## src/scim_pkg.sv

```systemverilog
// Constants shared by the servo control input mapper
//
// Function
// - Normally open input: function OFF when open, ON when tied to return terminal.
// - Normally closed input: function ON when open, OFF when tied to return terminal.
// - Servo enable is mapped by default onto input line six in every mode.
// - Servo loop is energised while servo enable is ON, de-energised while OFF.
// - Positive limit ON applies the chosen over-travel reaction to positive motion.
// - Negative limit ON applies the chosen over-travel reaction to negative motion.
// - Position error reset clears deviation counter, by default on its rising edge.
// - Modes 1 and 2 hold counter cleared while ON; modes 3, 4 clear once per edge.
// - Error reset only works on line seven; any other allocation raises an error.
package scim_pkg;
	localparam int NUM_LINES = 10;
	localparam int FUNC_W = 4;
	// Function codes
	localparam logic [3:0] FN_NONE = 4'h0;
	localparam logic [3:0] FN_SERVO = 4'h1;
	localparam logic [3:0] FN_POS_LIM = 4'h2;
	localparam logic [3:0] FN_NEG_LIM = 4'h3;
	localparam logic [3:0] FN_ERR_RST = 4'h4;
	// Line that alone may carry the error reset function (line seven)
	localparam int ERR_RST_LINE = 6;
	// Register byte offsets
	localparam logic [7:0] OFS_LINE_BASE = 8'h00;
	localparam logic [7:0] OFS_CTRL = 8'h40;
	localparam logic [7:0] OFS_STATUS = 8'h44;
	localparam logic [7:0] OFS_RAW = 8'h48;
	// Line config fields
	localparam int LCFG_FUNC_LSB = 0;
	localparam int LCFG_NC_BIT = 4;
	// Control fields
	localparam int CTRL_OT_LSB = 0;
	localparam int CTRL_MODE_LSB = 4;
	// Reset values of line configs: line one..ten
	localparam logic [4:0] LCFG_RST [NUM_LINES] = '{
		5'h13, 5'h12, 5'h00, 5'h00, 5'h00, 5'h01, 5'h04, 5'h00, 5'h00, 5'h00};
	localparam logic [1:0] OT_RST = 2'h0;
	localparam logic [2:0] MODE_RST = 3'h3;
	localparam logic [1:0] OT_DISABLED = 2'h1;
	// Least widths of the reset signal per mode, in microseconds
	localparam int CLK_MHZ = 200;
	localparam int CLR_W1_US = 500;
	localparam int CLR_W2_US = 1000;
	localparam int CLR_W3_US = 100;
	localparam int CLR_W4_US = 1000;
	localparam int CLR_W1_CYC = CLR_W1_US * CLK_MHZ;
	localparam int CLR_W2_CYC = CLR_W2_US * CLK_MHZ;
	localparam int CLR_W3_CYC = CLR_W3_US * CLK_MHZ;
	localparam int CLR_W4_CYC = CLR_W4_US * CLK_MHZ;
	localparam int CNT_W = 18;
endpackage : scim_pkg

```

## src/scim_mapper.sv

```systemverilog
// Servo control input mapper with Avalon-MM register slave
//
// Register access over Avalon-MM and the placing of the registers are this design's own decisions.
`timescale 1ns/1ps
`default_nettype none
module scim_mapper #(
	parameter int CLR_W1_CYC = scim_pkg::CLR_W1_CYC,
	parameter int CLR_W2_CYC = scim_pkg::CLR_W2_CYC,
	parameter int CLR_W3_CYC = scim_pkg::CLR_W3_CYC,
	parameter int CLR_W4_CYC = scim_pkg::CLR_W4_CYC
) (
	input wire logic sys_clk,
	input wire logic rstn,
	input wire logic [7:0] address,
	input wire logic read,
	input wire logic write,
	input wire logic [31:0] writedata,
	input wire logic [3:0] byteenable,
	output logic [31:0] readdata,
	output logic waitrequest,
	input wire logic [scim_pkg::NUM_LINES-1:0] line_connected,
	output logic servo_energise,
	output logic pos_inhibit,
	output logic neg_inhibit,
	output logic [1:0] overtravel_action,
	output logic counter_clear,
	output logic alloc_error
);
	localparam int N = scim_pkg::NUM_LINES;

	logic [3:0] line_func [N];
	logic line_nc [N];
	logic [4:1] line_hit [N];
	logic [N-1:0] line_misplaced;
	logic [1:0] overtravel_setup_param;
	logic [2:0] error_reset_mode_param;
	logic servo_fn, pos_fn, neg_fn, clr_on;
	logic [scim_pkg::CNT_W-1:0] width_cnt, need_cyc;
	logic qualified, qualified_d, level_mode, edge_mode;
	logic next_clear;
	logic access;
	logic [3:0] line_idx;
	logic line_sel;
	logic [31:0] next_readdata;

	genvar g;
	generate
		for (g = 0; g < N; g++) begin : g_line
			scim_line_map #(.LINE_INDEX(g)) u_map (
				.connected(line_connected[g]),
				.func(line_func[g]),
				.normally_closed(line_nc[g]),
				.hit(line_hit[g]),
				.misplaced(line_misplaced[g])
			);
		end
	endgenerate

	always_comb begin
		servo_fn = 1'b0;
		pos_fn = 1'b0;
		neg_fn = 1'b0;
		clr_on = 1'b0;
		for (int i = 0; i < N; i++) begin
			servo_fn = servo_fn | line_hit[i][1];
			pos_fn = pos_fn | line_hit[i][2];
			neg_fn = neg_fn | line_hit[i][3];
			clr_on = clr_on | line_hit[i][4];
		end
	end

	// Bus slave: one wait cycle, then the access completes
	assign access = (read || write) && !waitrequest;
	assign line_idx = address[5:2];
	assign line_sel = (address[7:6] == 2'b00) && (line_idx < 4'(N)) && (address[1:0] == 2'b00);

	always_ff @(posedge sys_clk or negedge rstn) begin
		if (!rstn) begin
			waitrequest <= 1'b1;
		end else begin
			waitrequest <= !((read || write) && waitrequest);
		end
	end

	always_comb begin
		next_readdata = 32'h0000_0000;
		if (line_sel) begin
			next_readdata[scim_pkg::LCFG_FUNC_LSB +: 4] = line_func[line_idx];
			next_readdata[scim_pkg::LCFG_NC_BIT] = line_nc[line_idx];
		end else if (address == scim_pkg::OFS_CTRL) begin
			next_readdata[scim_pkg::CTRL_OT_LSB +: 2] = overtravel_setup_param;
			next_readdata[scim_pkg::CTRL_MODE_LSB +: 3] = error_reset_mode_param;
		end else if (address == scim_pkg::OFS_STATUS) begin
			next_readdata[5:0] = {clr_on, alloc_error, counter_clear, neg_inhibit,
				pos_inhibit, servo_energise};
		end else if (address == scim_pkg::OFS_RAW) begin
			next_readdata[N-1:0] = line_connected;
		end
	end

	always_ff @(posedge sys_clk or negedge rstn) begin
		if (!rstn) begin
			readdata <= 32'h0000_0000;
		end else if (read && waitrequest) begin
			readdata <= next_readdata;
		end
	end

	always_ff @(posedge sys_clk or negedge rstn) begin
		if (!rstn) begin
			for (int i = 0; i < N; i++) begin
				line_func[i] <= scim_pkg::LCFG_RST[i][3:0];
				line_nc[i] <= scim_pkg::LCFG_RST[i][4];
			end
		end else if (access && write && line_sel && byteenable[0]) begin
			line_func[line_idx] <= writedata[scim_pkg::LCFG_FUNC_LSB +: 4];
			line_nc[line_idx] <= writedata[scim_pkg::LCFG_NC_BIT];
		end
	end

	always_ff @(posedge sys_clk or negedge rstn) begin
		if (!rstn) begin
			overtravel_setup_param <= scim_pkg::OT_RST;
			error_reset_mode_param <= scim_pkg::MODE_RST;
		end else if (access && write && address == scim_pkg::OFS_CTRL && byteenable[0]) begin
			overtravel_setup_param <= writedata[scim_pkg::CTRL_OT_LSB +: 2];
			error_reset_mode_param <= writedata[scim_pkg::CTRL_MODE_LSB +: 3];
		end
	end

	// Drive outputs
	always_ff @(posedge sys_clk or negedge rstn) begin
		if (!rstn) begin
			servo_energise <= 1'b0;
			pos_inhibit <= 1'b0;
			neg_inhibit <= 1'b0;
			overtravel_action <= 2'h0;
			alloc_error <= 1'b0;
		end else begin
			servo_energise <= servo_fn;
			// Setting 1 leaves limit inputs without effect
			pos_inhibit <= pos_fn && (overtravel_setup_param != scim_pkg::OT_DISABLED);
			neg_inhibit <= neg_fn && (overtravel_setup_param != scim_pkg::OT_DISABLED);
			overtravel_action <= overtravel_setup_param;
			alloc_error <= |line_misplaced;
		end
	end

	// Reset input must stand for the mode's least width before it acts
	always_comb begin
		level_mode = 1'b0;
		edge_mode = 1'b0;
		case (error_reset_mode_param)
			3'h1: begin
				need_cyc = scim_pkg::CNT_W'(CLR_W1_CYC);
				level_mode = 1'b1;
			end
			3'h2: begin
				need_cyc = scim_pkg::CNT_W'(CLR_W2_CYC);
				level_mode = 1'b1;
			end
			3'h3: begin
				need_cyc = scim_pkg::CNT_W'(CLR_W3_CYC);
				edge_mode = 1'b1;
			end
			3'h4: begin
				need_cyc = scim_pkg::CNT_W'(CLR_W4_CYC);
				edge_mode = 1'b1;
			end
			default: begin
				need_cyc = scim_pkg::CNT_W'(CLR_W1_CYC);
			end
		endcase
	end

	assign qualified = clr_on && (width_cnt >= need_cyc);

	always_ff @(posedge sys_clk or negedge rstn) begin
		if (!rstn) begin
			width_cnt <= '0;
		end else if (!clr_on) begin
			width_cnt <= '0;
		end else if (width_cnt < need_cyc) begin
			width_cnt <= width_cnt + 1'b1;
		end
	end

	always_comb begin
		next_clear = 1'b0;
		if (level_mode) begin
			next_clear = qualified;
		end else if (edge_mode) begin
			next_clear = qualified && !qualified_d;
		end
	end

	always_ff @(posedge sys_clk or negedge rstn) begin
		if (!rstn) begin
			qualified_d <= 1'b0;
			counter_clear <= 1'b0;
		end else begin
			qualified_d <= qualified;
			counter_clear <= next_clear;
		end
	end
endmodule : scim_mapper
`default_nettype wire

```

## src/scim_line_map.sv

```systemverilog
// One input line: polarity and function decode
`timescale 1ns/1ps
`default_nettype none
module scim_line_map #(
	parameter int LINE_INDEX = 0
) (
	input wire logic connected,
	input wire logic [3:0] func,
	input wire logic normally_closed,
	output logic [4:1] hit,
	output logic misplaced
);
	logic on;

	assign on = connected ^ normally_closed;

	// Unassigned lines leave every hit low
	always_comb begin
		hit[1] = on && (func == scim_pkg::FN_SERVO);
		hit[2] = on && (func == scim_pkg::FN_POS_LIM);
		hit[3] = on && (func == scim_pkg::FN_NEG_LIM);
		// Error reset on a foreign line is refused outright
		hit[4] = on && (func == scim_pkg::FN_ERR_RST)
			&& (LINE_INDEX == scim_pkg::ERR_RST_LINE);
		misplaced = (func == scim_pkg::FN_ERR_RST)
			&& (LINE_INDEX != scim_pkg::ERR_RST_LINE);
	end
endmodule : scim_line_map
`default_nettype wire

```

## config.mk

```make
export PLATFORM = sky130hd
export DESIGN_NAME = scim_mapper
export DESIGN_NICKNAME = d
export VERILOG_FILES = /design/src/scim_pkg.sv /design/src/scim_mapper.sv /design/src/scim_line_map.sv
export SDC_FILE = /design/constraint.sdc
export NUM_CORES = 1
export LEC_CHECK = 0
export BUFFER_PORTS_ARGS = -buffer_cell sky130_fd_sc_hd__buf_2
export CAP_MARGIN = 20
export CORE_ASPECT_RATIO = 0.8
export CORE_MARGIN = 5
export CORE_UTILIZATION = 51
export DETAILED_ROUTE_END_ITERATION = 8
export PLACE_DENSITY = 0.89
export SLEW_MARGIN = 20
export SYNTH_ARGS = -nofsm -noshare
export SYNTH_HDL_FRONTEND = slang
export SYNTH_SLANG_ARGS = --single-unit
```

## constraint.sdc

```tcl
create_clock -name sys_clk -period 2.8 [get_ports sys_clk]
set_input_delay 0.14 -clock sys_clk [delete_from_list [all_inputs] [get_ports sys_clk]]
set_output_delay 0.14 -clock sys_clk [all_outputs]
set_load 0.05 [all_outputs]
```

# Yosys cells after proc, flatten, opt, wreduce, memory -nomap -nowiden
# Index checks and enable logic that the tools add are counted.
# totals
output_inout_bits,40
regBits,92
elab_cells,209
inputBits,58
# classes
muxes,28
n_lt_le_gt_ge,5
reduce_logical,56
n_addsub,1
bitwise,38
eq_ne,49
# op_table
op,count
"== test 4 x 2 -> 1 bit, second input constant",20
logical AND 1 bit,46
bitwise mux 40 bit,1
"== test 4 x 1 -> 1 bit, second input constant",10
"== test 4 x 3 -> 1 bit, second input constant",10
two-way mux 18 bit,2
one-hot mux 18 bit (2 select lines),1
bitwise OR 1 bit,27
"== test 8 x 7 -> 1 bit, second input constant",3
"adder 18 x 1 -> 18 bit, second input constant",1
greater-or-equal comparator 18 bit,1
less-than comparator 18 bit,1
binary-select mux 4 bit (select 4 bit),1
demux 4 bit (select 4 bit),1
two-way mux 4 bit,4
bitwise mux 10 bit,1
two-way mux 10 bit,1
two-way mux 5 bit,2
XOR 1 bit,10
OR reduction 9 bit,1
two-way mux 1 bit,7
"== test 3 x 2 -> 1 bit, second input constant",2
two-way mux 3 bit,2
two-way mux 6 bit,1
other kinds (14),21

# Logic depth before layout (Yosys ltp)
# Gate-level depths: netlist of run 1.
# depth
word_depth,12
depth_mapped,12
depth_no_buf,10

# Hierarchy
# A second synthesis of run 1 with hierarchy kept.
# unflattened
cells_unflattened,554
hier_area_um2,5754.3
# by_module_without_submodules
mod,cells_per_inst,n_inst,area_per_inst_um2,seq_area_each_um2
scim_mapper,453,1,5112.4,2314.7
scim_line_map at g_line[0].u_map ...,10,9,63.8,0.0
scim_line_map at g_line[6].u_map,11,1,67.6,0.0

# Worst setup path after synthesis of run 1
# Ideal clock, no wire load.
# synth_timing
path_type,register -> register
from,reg error_reset_mode_param[1]
to,reg counter_clear
required_ps,2706
setup_ps,94
period_less_slack_ps,3008
setup_slack_ps,-208
path_stages_with_launch,12
arrival_time_ps,2914
n_path_buf,2
cell_sequence,dfstp_2 -> nand2b_1 -> a21o_1 -> nand2_1 -> ha_1 -> nand4_1 -> or4_1 -> a31oi_1 -> clkbuf_1 -> buf_2 -> nor2_1 -> a211oi_1
# synth_between
elab_chain_cells,8
elab_cells_between_ends,15
classes_between,1 x order compare; 4 x eq/ne; 5 x mux; 5 x reduce/logical
# synth_lines
element,line,source
"start, declared",scim_mapper.sv:36,logic [2:0] error_reset_mode_param;
"start signal, assigned",scim_mapper.sv:124,error_reset_mode_param <= scim_pkg::MODE_RST;
"start signal, assigned",scim_mapper.sv:127,error_reset_mode_param <= writedata[scim_pkg::CTRL_MODE_LSB +: 3];
== test 3 bit or == test 3 x 2 -> 1 bit (tied branches),scim_mapper.sv:153,case (error_reset_mode_param)
OR reduction 2 bit (no source line),n/a,
one-hot mux 18 bit (2 select lines),scim_mapper.sv:153,
greater-or-equal comparator 18 bit,scim_mapper.sv:176,assign qualified = clr_on && (width_cnt >= need_cyc);
logical AND 1 bit,scim_mapper.sv:176,
logical AND 1 bit,scim_mapper.sv:193,next_clear = qualified && !qualified_d;
two-way mux 1 bit,scim_mapper.sv:192,end else if (edge_mode) begin
two-way mux 1 bit *,scim_mapper.sv:190,if (level_mode) begin
named net next_clear,scim_mapper.sv:40,logic next_clear;
"end signal, assigned",scim_mapper.sv:203,counter_clear <= next_clear;
"end, declared",scim_mapper.sv:26,"output logic counter_clear,"
# The timed path passes the listed nets; every way through them passes the cells marked *.
# A chain may end at the register's enable or synchronous reset.

# Final worst setup path of run 1
# layout_timing
from,reg error_reset_mode_param[1]
to,reg width_cnt[3] (netlist name)
# layout_between
elab_chain_cells,5
elab_cells_between_ends,7
classes_between,1 x order compare; 4 x eq/ne; 1 x mux; 1 x reduce/logical
# layout_lines
element,line,source
== test 3 bit or == test 3 x 2 -> 1 bit (tied branches),scim_mapper.sv:153,
OR reduction 2 bit (no source line),n/a,
one-hot mux 18 bit (2 select lines) *,scim_mapper.sv:153,
less-than comparator 18 bit *,scim_mapper.sv:183,end else if (width_cnt < need_cyc) begin
!= test 2 x 1 -> 1 bit (no source line) *,n/a,
"end signal, assigned",scim_mapper.sv:184,width_cnt <= width_cnt + 1'b1;
"end, declared",scim_mapper.sv:38,"logic [scim_pkg::CNT_W-1:0] width_cnt, need_cyc;"
# Mark *: on every way between the ends. The rest lies on a longest branch, timed or not.

==> impl_metrics.ini, run 1 <==
[layout]
drive_gt1_share_pct = 30.4
utilization_pct = 59.5
n_antenna_cell = 0
nets = 624
fin_cells = 699
final_area_um2 = 6120
syn_to_final_growth_pct = 13.9

[drt]
drtPass1Iterations = 5
viasPerCell = 6.39
num_vias = 4466
ant_nets = 0
routedWlPerCell_um = 20.6
drc = 0
totalWireLength_um = 14400
initialDrtViolationCount = 369

[die]
start_util_pct = 52.3
die_area_um2 = 12700
die_h_um = 102
fp.coreArea_um2 = 10300
std_cell_rows = 33
die_w_um = 125
ios = 98

[synthesis]
synth.area.top_cells = dfrtp_1 (38%), mux2_2 (10%), dfstp_2 (4.9%), mux4_2 (4.2%), buf_4 (3.1%)
netlist_area_um2 = 5370
synth_ff_type = dfrtp_1
yosys.area.top_type = dfrtp_1
yosysMostFrequentCell = dfrtp_1
synth_async_sr_flop_share_pct = 100
synthCells = 501
ys_warn_count = 0
synth_seq_cells = 92
synth_common_cells = dfrtp_1 (82), mux2_2 (49), nand2_1 (31)
syn_avg_cell_area_um2 = 10.7
ys_types = 57
synth-seq-area-share_pct = 43.1
synth_edf_count = 0
synth_top_area_share_pct = 38.2

[grt]
gr-usage-met1_pct = 29.8
grt_use_total_pct = 22.9
grt.overflow.total = 0
grt_pass1_wl_um = 23000
antenna_found_initial = 0
top_usage_layer = met2
grt_max_degree = 51
grt_use_met3_pct = 8.33
use_met2_pct = 36.2
grt_pass1_vias = 4394

[setup_path]
reg2reg_from = error_reset_mode_param[1]$_DFFE_PN1P_
cp-start-kind = flip-flop
path_cells = nand2b_4 > a21o_1 > nand2_2 > ha_1 > nand4_1 > or4_4 > a31oi_4 > buf_4 > or4_1 > a21oi_1
critical_path_class = reg -> reg
crit_slowest_cell = dfstp_2
worst-path-stages = 10
crit_family = simple AND/OR/NAND/NOR gates
cp.buffers_inverters = 1
end_kind = flip-flop
ff2ff_path_depth = 10
crit_start = error_reset_mode_param[1]$_DFFE_PN1P_
max_stage_delay_ps = 550
reg2reg_slack_ps = 110
required_ps = 2990
crit_fanout = 7
arrival_ps = 2870

[clocking]
clock_tree.root_cell = clkbuf_16
cts_buffers = 9
cts_buffer_depth = 2
clkTransAtPathRegs_ps = 70
htreeDepth = 3
cts_sinks = 92
clk_latency_ps = 340
cts_tree = done

[placement]
dp_cells = 678
place.gp.congestion = 0.921
place_hpwl_um = 10400
placed_area_um2 = 5720
numPortBuffers = 47

[hold_path]
hold_class = in -> reg
hold_start = writedata[6]
holdPathStages = 2

[sta]
slew_headroom_pct = 44.6
final_hold_viol_count = 0
finalSetupViolations = 0
period_share_pct = 95.9
finalCriticalPeriod_ps = 2690
finalMaxSlewViolations = 0
worstMarginPinSlew_ps = 824
skew_ps = 10.5
tns_ps = 0
max_clock_freq_mhz = 372
whs_ps = 36.5

[job]
maxCapViolations = 0

[status]
status = finished clean

[power_and_ir_drop]
peakVddDrop_mv = 0.285
p_leak_uw = 0.00271
power.density_nw_per_um2 = 475
==> layout by cell type, fill, tap and decap left out, types with 5 or more instances in the layout <==
| cell | n |
|---|---|
| dfrtp_1 | 82 |
| mux2_2 | 49 |
| buf_2 | 46 |
| nand2_1 | 30 |
| nor2_1 | 25 |
| conb_1 | 22 |
| nand3_1 | 21 |
| a21oi_1 | 20 |
| mux2i_1 | 16 |
| inv_1 | 15 |
| o21ai_0 | 14 |
| or4_1 | 14 |
| buf_4 | 13 |
| nand4_1 | 12 |
| o31ai_1 | 12 |
| ha_1 | 12 |
| nor4b_1 | 11 |
| mux4_2 | 10 |
| dfstp_2 | 10 |
| nand4b_1 | 9 |
| nor3_1 | 9 |
| clkbuf_16 | 9 |
| xor2_1 | 7 |
| nor4_1 | 6 |
| nand2b_1 | 5 |
| a31oi_1 | 5 |
| mux2_4 | 5 |
==> routing by layer <==
| metal | vias to the layer above | share of wire [%] | routed length, um |
|---|---|---|---|
| li1 | 1958 | - | - |
| met1 | 2225 | 41 | 5890 |
| met2 | 250 | 46 | 6550 |
| met3 | 33 | 11 | 1620 |
| met4 | 0 | 2.1 | 302 |
| met5 | - | 0 | 0 |
==> logic make-up after synthesis <==
| family | after synthesis | synth area share [%] |
|---|---|---|
| buf+inv | 59 | 5.82 |
| simple gates | 167 | 18.0 |
| compound gates | 79 | 9.57 |
| flops | 92 | 43.1 |
| fa+ha+maj | 12 | 2.79 |
| mux | 80 | 18.8 |
| other cells | 1 | 0.0698 |
| xor+xnor | 11 | 1.79 |
==> state kept, by name (all words and copies together) (netlist names), 2 cells and up <==
signal and flops:
line_nc 10, line_func 40, overtravel_setup_param 2, width_cnt 18
overtravel_action 2, readdata 10, error_reset_mode_param 3
==> where the power goes <==
group / internal (uW) / switching (uW) / total (uW) / leakage [uW]
Sequential: 1350 / 21.1 / 1370 / 0.00124
Clock: 706 / 542 / 1250 / 0.000145
Combinational: 74.8 / 212 / 287 / 0.00133
==> area by class of cell <==
type | instances | area, um^2
Sequential cell | 92 | 2310
Tap cell | 140 | 175
Inverter | 15 | 56.3
Fill cell | 824 | 4160
Timing Repair Buffer | 64 | 380
Clock buffer | 9 | 225
Clock inverter | 7 | 82.6
Multi-Input combinational cell | 372 | 2880
==> final timing paths <==
| check | to |
|---|---|
| max | width_cnt[3]$_DFFE_PN0P_ |
| max reg2reg | width_cnt[3]$_DFFE_PN0P_ |
| max in group asynchronous | error_reset_mode_param[0]$_DFFE_PN1P_ |
| min reg2reg | overtravel_action[0]$_DFF_PN0_ |
| min in group asynchronous | width_cnt[12]$_DFFE_PN0P_ |
| min | error_reset_mode_param[2]$_DFFE_PN0P_ |
==> metrics by stage <==
step / total power [uW] / setup WS [ps]
6_report: 2910 / 115
5_1_grt: 3010 / -18.8
4_1_cts: 2920 / 87.7
3_5_place_dp: 1670 / -14.0
3_3_place_gp: 1660 / 85.1
2_1_floorplan: 1600 / 40.4
==> repair_timing <==
| item | CTS | global route |
|---|---|---|
| setup endpoints to repair | 10 | 18 |
| gates cloned | 0 | 2 |
| gates resized for setup | 1 | 11 |
| setup buffers | 0 | 0 |
| pin swaps | 0 | 1 |
| hold buffers | 3 | 0 |
| endpoints found under the hold margin | 46 | 0 |
Note: power is estimated with default switching activity, not from simulation.
==> run 2, diff against run 1 <==
--- a/config.mk
+++ b/config.mk
@@ -12,6 +12,7 @@
 export CORE_UTILIZATION = 51
 export DETAILED_ROUTE_END_ITERATION = 8
 export PLACE_DENSITY = 0.89
+export REMOVE_ABC_BUFFERS = 1
 export SLEW_MARGIN = 20
 export SYNTH_ARGS = -nofsm -noshare
 export SYNTH_HDL_FRONTEND = slang
==> constraint.sdc (replaced) <==
create_clock -name sys_clk -period 2.3 [get_ports sys_clk]
set_input_delay 0.115 -clock sys_clk [delete_from_list [all_inputs] [get_ports sys_clk]]
set_output_delay 0.115 -clock sys_clk [all_outputs]
set_load 0.05 [all_outputs]
==> run 2 against run 1 <==
  * The flow now finishes with violations (DRC, setup timing)
  * Critical path depth stayed put
  * Utilization is 5.8 points higher
  * Setup slack worse by 720 ps
  * Combinational power is 32% higher
  * Worst hold slack worse by 28 ps
  * Fmax down 7.4%
  * Cell area up 9.7%
  * Clock skew up 2.3 ps
  * First-iteration DRC count up 120%
  * Sequential share of layout area shrank 3.3 points
  * Register-to-register slack worse by 720 ps
  * Non-clock buffer count increased by 30
  * Largest cell class unchanged
  * Highest routed layer unchanged
==> impl_metrics.ini, run 2 (same netlist as run 1, synthesis figures left out) <==
[layout]
top_register = line_func
mostFrequentLayoutCell = dfrtp_1
fin_cells = 730
syn_to_final_growth_pct = 24.9
n_antenna_cell = 0
reg.largest.list = line_func (40), width_cnt (18)
regArea_um2 = 2320
largest_register_ffs = 40
nFillCells = 625
nets = 655
multiInputGateArea_um2 = 3170
drive_gt1_share_pct = 39.5
most-common-layout-cells = dfrtp_1 (81), mux2_2 (49), buf_2 (46), buf_4 (38), nand2_1 (30)
final_area_um2 = 6710

[grt]
grt_pass1_vias = 4855
grt_max_degree = 50
grt_use_total_pct = 25.6
grt_pass1_wl_um = 25700
antenna_found_initial = 0
grt.overflow.total = 0

[sta]
finalCriticalPeriod_ps = 2900
final_hold_viol_count = 0
whs_ps = 8.71
grt_setup_unrepaired = yes
finalSetupViolations = 20
finalMaxSlewViolations = 0
skew_ps = 12.8
max_clock_freq_mhz = 345
fin_ws_ps = -601
period_share_pct = 126
worstMarginPinSlew_ps = 1060
slew_headroom_pct = 28.1

[setup_path]
end_kind = flip-flop
reg2reg_slack_ps = -600
required_ps = 2540
arrival_ps = 3140
critical_path_class = reg -> reg
cp-start-kind = flip-flop
crit_fanout = 4
ff2ff_path_depth = 10

[power_and_ir_drop]
p_leak_uw = 0.00290
peakVddDrop_mv = 0.377
power.density_nw_per_um2 = 558

[status]
violations = DRC, setup timing
status = finished with violations

[clocking]
htreeDepth = 3
cts_tree = done
cts_sinks = 92
clk_latency_ps = 350
cts_buffer_depth = 2
clock_tree.root_cell = clkbuf_16
cts_buffers = 9
clkTransAtPathRegs_ps = 80

[die]
std_cell_rows = 33
start_util_pct = 52.3
die_w_um = 125
die_area_um2 = 12700
die_h_um = 102
fp.coreArea_um2 = 10300
ios = 98

[drt]
routedWlPerCell_um = 26.0
totalWireLength_um = 19000
drtPass1Iterations = 9
viasPerCell = 7.12
ant_nets = 0
drc = 27
num_vias = 5194
initialDrtViolationCount = 826

[placement]
place.gp.congestion = 0.974
numPortBuffers = 47
placed_area_um2 = 5840
dp_cells = 696
place_hpwl_um = 10500
place_ws_ps = -503

[hold_path]
holdPathStages = 2
hold_class = in -> reg

[job]
maxCapViolations = 0
[run 2: cell count changes in the layout (fill, tap and decap cells not counted), moves of 3 or more]
cell | before | now
ha_1 | 12 | 6
ha_4 | 0 | 5
or4_1 | 14 | 11
o31ai_1 | 12 | 6
or4_4 | 2 | 5
a21oi_1 | 20 | 12
buf_4 | 13 | 38
o31ai_4 | 0 | 4
a21oi_2 | 1 | 8
[run 2: final cells by class]
class / count / share of cell area (%)
multi-input combinational: 373 / 47.2
clock buffer: 10 / 3.56
sequential: 92 / 34.5
tap: 140 / 2.61
timing repair buffer: 94 / 9.83
inverter: 15 / 0.839
clock inverter: 6 / 1.40
[run 2: repair_timing]
| action | in CTS | in global routing |
|---|---|---|
| hold buffers | 3 | 0 |
| resized for setup | 29 | 43 |
| pin swaps | 12 | 26 |
| gates cloned | 3 | 2 |
| endpoints found under the hold margin | 43 | 0 |
| setup buffers | 4 | 6 |
| endpoints found under the setup margin | 20 | 20 |
[run 2: critical path: stages (launching register included)]
cell,delay [ps]
dfstp_2,560
nand2b_4,150
a21o_1,200
nand2_4,90
ha_4,270
nand4_1,130
or4_4,550
buf_4,160
nor2_1,150
nand4_1,190
a21oi_2,330
[run 2: routing by layer]
metal	wire (um)	track usage (%)	up-vias
met3	2760	8.28	182
met2	8200	41.6	571
met1	6530	31.7	2417
li1	-	-	2024
met4	1510	11.8	0
met5	0	0	-
[run 2: stage by stage]
stage	total power, uW	utilization (%)	setup TNS, ps
5_1_grt	3810	65.3	-10660
6_report	3740	65.3	-9180
3_5_place_dp	2040	56.8	-8250
4_1_cts	3670	62.1	-5010
2_1_floorplan	1890	-	-15530
3_3_place_gp	2030	56.8	-5080
[run 2: worst paths after layout]
| kind | startpoint | endpoint |
|---|---|---|
| worst max-delay path | error_reset_mode_param[1]$_DFFE_PN1P_ | qualified_d$_DFF_PN0_ |
| worst min-delay path | writedata[6] | error_reset_mode_param[2]$_DFFE_PN0P_ |
| worst max register to register | error_reset_mode_param[1]$_DFFE_PN1P_ | qualified_d$_DFF_PN0_ |
| worst min register to register | readdata[6]$_DFFE_PN0P_ | readdata[6]$_DFFE_PN0P_ |
| max in group asynchronous | rstn | line_nc[9]$_DFFE_PN1P_ |
| min in group asynchronous | rstn | width_cnt[6]$_DFFE_PN0P_ |
[run 2: power by group]
part	internal [uW]	total (uW)	leakage [uW]	switching (uW)
logic	102	380	0.00151	278
clock network	993	1690	0.000160	698
registers	1640	1670	0.00124	28.8
==> run 3, diff against run 2 <==
--- a/config.mk
+++ b/config.mk
@@ -13,6 +13,7 @@
 export DETAILED_ROUTE_END_ITERATION = 8
 export PLACE_DENSITY = 0.89
 export REMOVE_ABC_BUFFERS = 1
+export SETUP_SLACK_MARGIN = 0.3
 export SLEW_MARGIN = 20
 export SYNTH_ARGS = -nofsm -noshare
 export SYNTH_HDL_FRONTEND = slang
==> run 3 against run 2 <==
  * The run ends with setup timing left
  * Cell count unchanged
  * Sequential share of layout area increased by 0.14 points
  * Fmax is 4.3% lower
  * Combinational power hardly changed
  * Clock-buffer cell count did not move
  * Largest cell class unchanged
==> impl_metrics.ini, run 3 (same netlist as run 1, synthesis figures left out) <==
[placement]
place_hpwl_um = 10500
numPortBuffers = 47
place.gp.congestion = 0.974
dp_cells = 696

[grt]
grt_pass1_vias = 4840
grt_max_degree = 50
grt_pass1_wl_um = 25900
antenna_found_initial = 0
grt.overflow.total = 0
grt_use_total_pct = 25.9

[status]
status = finished with violations
violations = setup timing

[clocking]
cts_buffers = 9
cts_sinks = 92
cts_buffer_depth = 2
cts_tree = done
clkTransAtPathRegs_ps = 70
clock_tree.root_cell = clkbuf_16
htreeDepth = 3
clk_latency_ps = 350

[drt]
drtPass1Iterations = 6
drc = 0
initialDrtViolationCount = 891
viasPerCell = 7.10
routedWlPerCell_um = 25.4
totalWireLength_um = 18500
ant_nets = 0
num_vias = 5181

[sta]
worstMarginPinSlew_ps = 1000
max_clock_freq_mhz = 330
period_share_pct = 132
grt_setup_unrepaired = yes
finalSetupViolations = 20
skew_ps = 7.72
finalCriticalPeriod_ps = 3030
finalMaxSlewViolations = 0
final_hold_viol_count = 0
fin_ws_ps = -731
slew_headroom_pct = 32.2

[job]
maxCapViolations = 0

[layout]
top_register = line_func
drive_gt1_share_pct = 39.7
syn_to_final_growth_pct = 24.4
mostFrequentLayoutCell = dfrtp_1
nets = 655
reg.largest.list = line_func (40), width_cnt (18)
largest_register_ffs = 40
fin_cells = 730
most-common-layout-cells = dfrtp_1 (81), mux2_2 (49), buf_2 (46), buf_4 (38), nand2_1 (30)
n_antenna_cell = 0

[die]
die_w_um = 125
die_area_um2 = 12700
start_util_pct = 52.3
std_cell_rows = 33
fp.coreArea_um2 = 10300
die_h_um = 102
ios = 98

[power_and_ir_drop]
p_total_uw = 3720
peakVddDrop_mv = 0.369
power.density_nw_per_um2 = 556
p_leak_uw = 0.00290

[setup_path]
cp-start-kind = flip-flop
arrival_ps = 3280
end_kind = flip-flop
required_ps = 2550
critical_path_class = reg -> reg
crit_fanout = 7

[hold_path]
hold_class = in -> reg
==> run 3: final cells by class <==
cell class	instances	area [um^2]
fill	648	3600
multi-input combinational	373	3140
sequential	92	2320
timing repair buffer	94	659
clock buffer	10	239
tap	140	175
clock inverter	6	93.8
inverter	15	56.3
==> run 3: layer usage <==
| metal | GRT usage [%] | vias up | wire, um |
|---|---|---|---|
| met5 | 0 | - | 0 |
| met4 | 12.3 | 0 | 1360 |
| met3 | 8.07 | 147 | 2620 |
| met2 | 42.0 | 564 | 8080 |
| met1 | 32.0 | 2432 | 6450 |
| li1 | - | 2038 | - |
==> run 3: worst max-delay path, cell delays in order, from the launching register on <==
cell      delay (ps)
dfstp_2          570
nand2b_4         150
a21o_1           200
nand2_4           90
ha_4             270
nand4_1          220
or4_4            610
a31oi_4          230
buf_12           150
buf_12           130
o31ai_1          100
a21oi_1          220
==> run 3: timing repair <==
action	4_1_cts	5_1_grt
pin swaps	15	24
hold buffers	3	0
endpoints found under the hold margin	43	0
cloned	3	2
setup endpoints to repair	20	29
buffers inserted	5	5
gates resized for setup	31	37
==> run 3: power by group <==
group          switching [uW]  internal [uW]  total (uW)
logic                     276            101         377
clock network             674            993        1670
registers                28.3           1640        1670
total                     978           2740        3720
==> run 3: worst paths after layout <==
kind,from,endpoint,slack (ps),cells past startpoint
min in group asynchronous,rstn,width_cnt[2]$_DFFE_PN0P_,330,2
worst min-delay path,writedata[6],error_reset_mode_param[2]$_DFFE_PN0P_,8,2
worst max-delay path,error_reset_mode_param[1]$_DFFE_PN1P_,width_cnt[14]$_DFFE_PN0P_,-730,11
worst min register to register,readdata[6]$_DFFE_PN0P_,readdata[6]$_DFFE_PN0P_,470,2
max in group asynchronous,rstn,line_func[36]$_DFFE_PN1P_,1140,3
worst max register to register,error_reset_mode_param[1]$_DFFE_PN1P_,width_cnt[14]$_DFFE_PN0P_,-730,11
==> run 3: through the flow <==
step	area [um^2]	hold slack (ps)	utilization, %	setup TNS (ps)	worst slack, ps
3_3_place_gp	5840	162	56.8	-5080	-298
6_report	6680	7.99	65.0	-11620	-731
5_1_grt	6680	20.4	65.0	-12170	-783
4_1_cts	6400	9.48	62.3	-5080	-278
2_1_floorplan	5190	-181	-	-15530	-910
3_5_place_dp	5840	174	56.8	-8250	-503
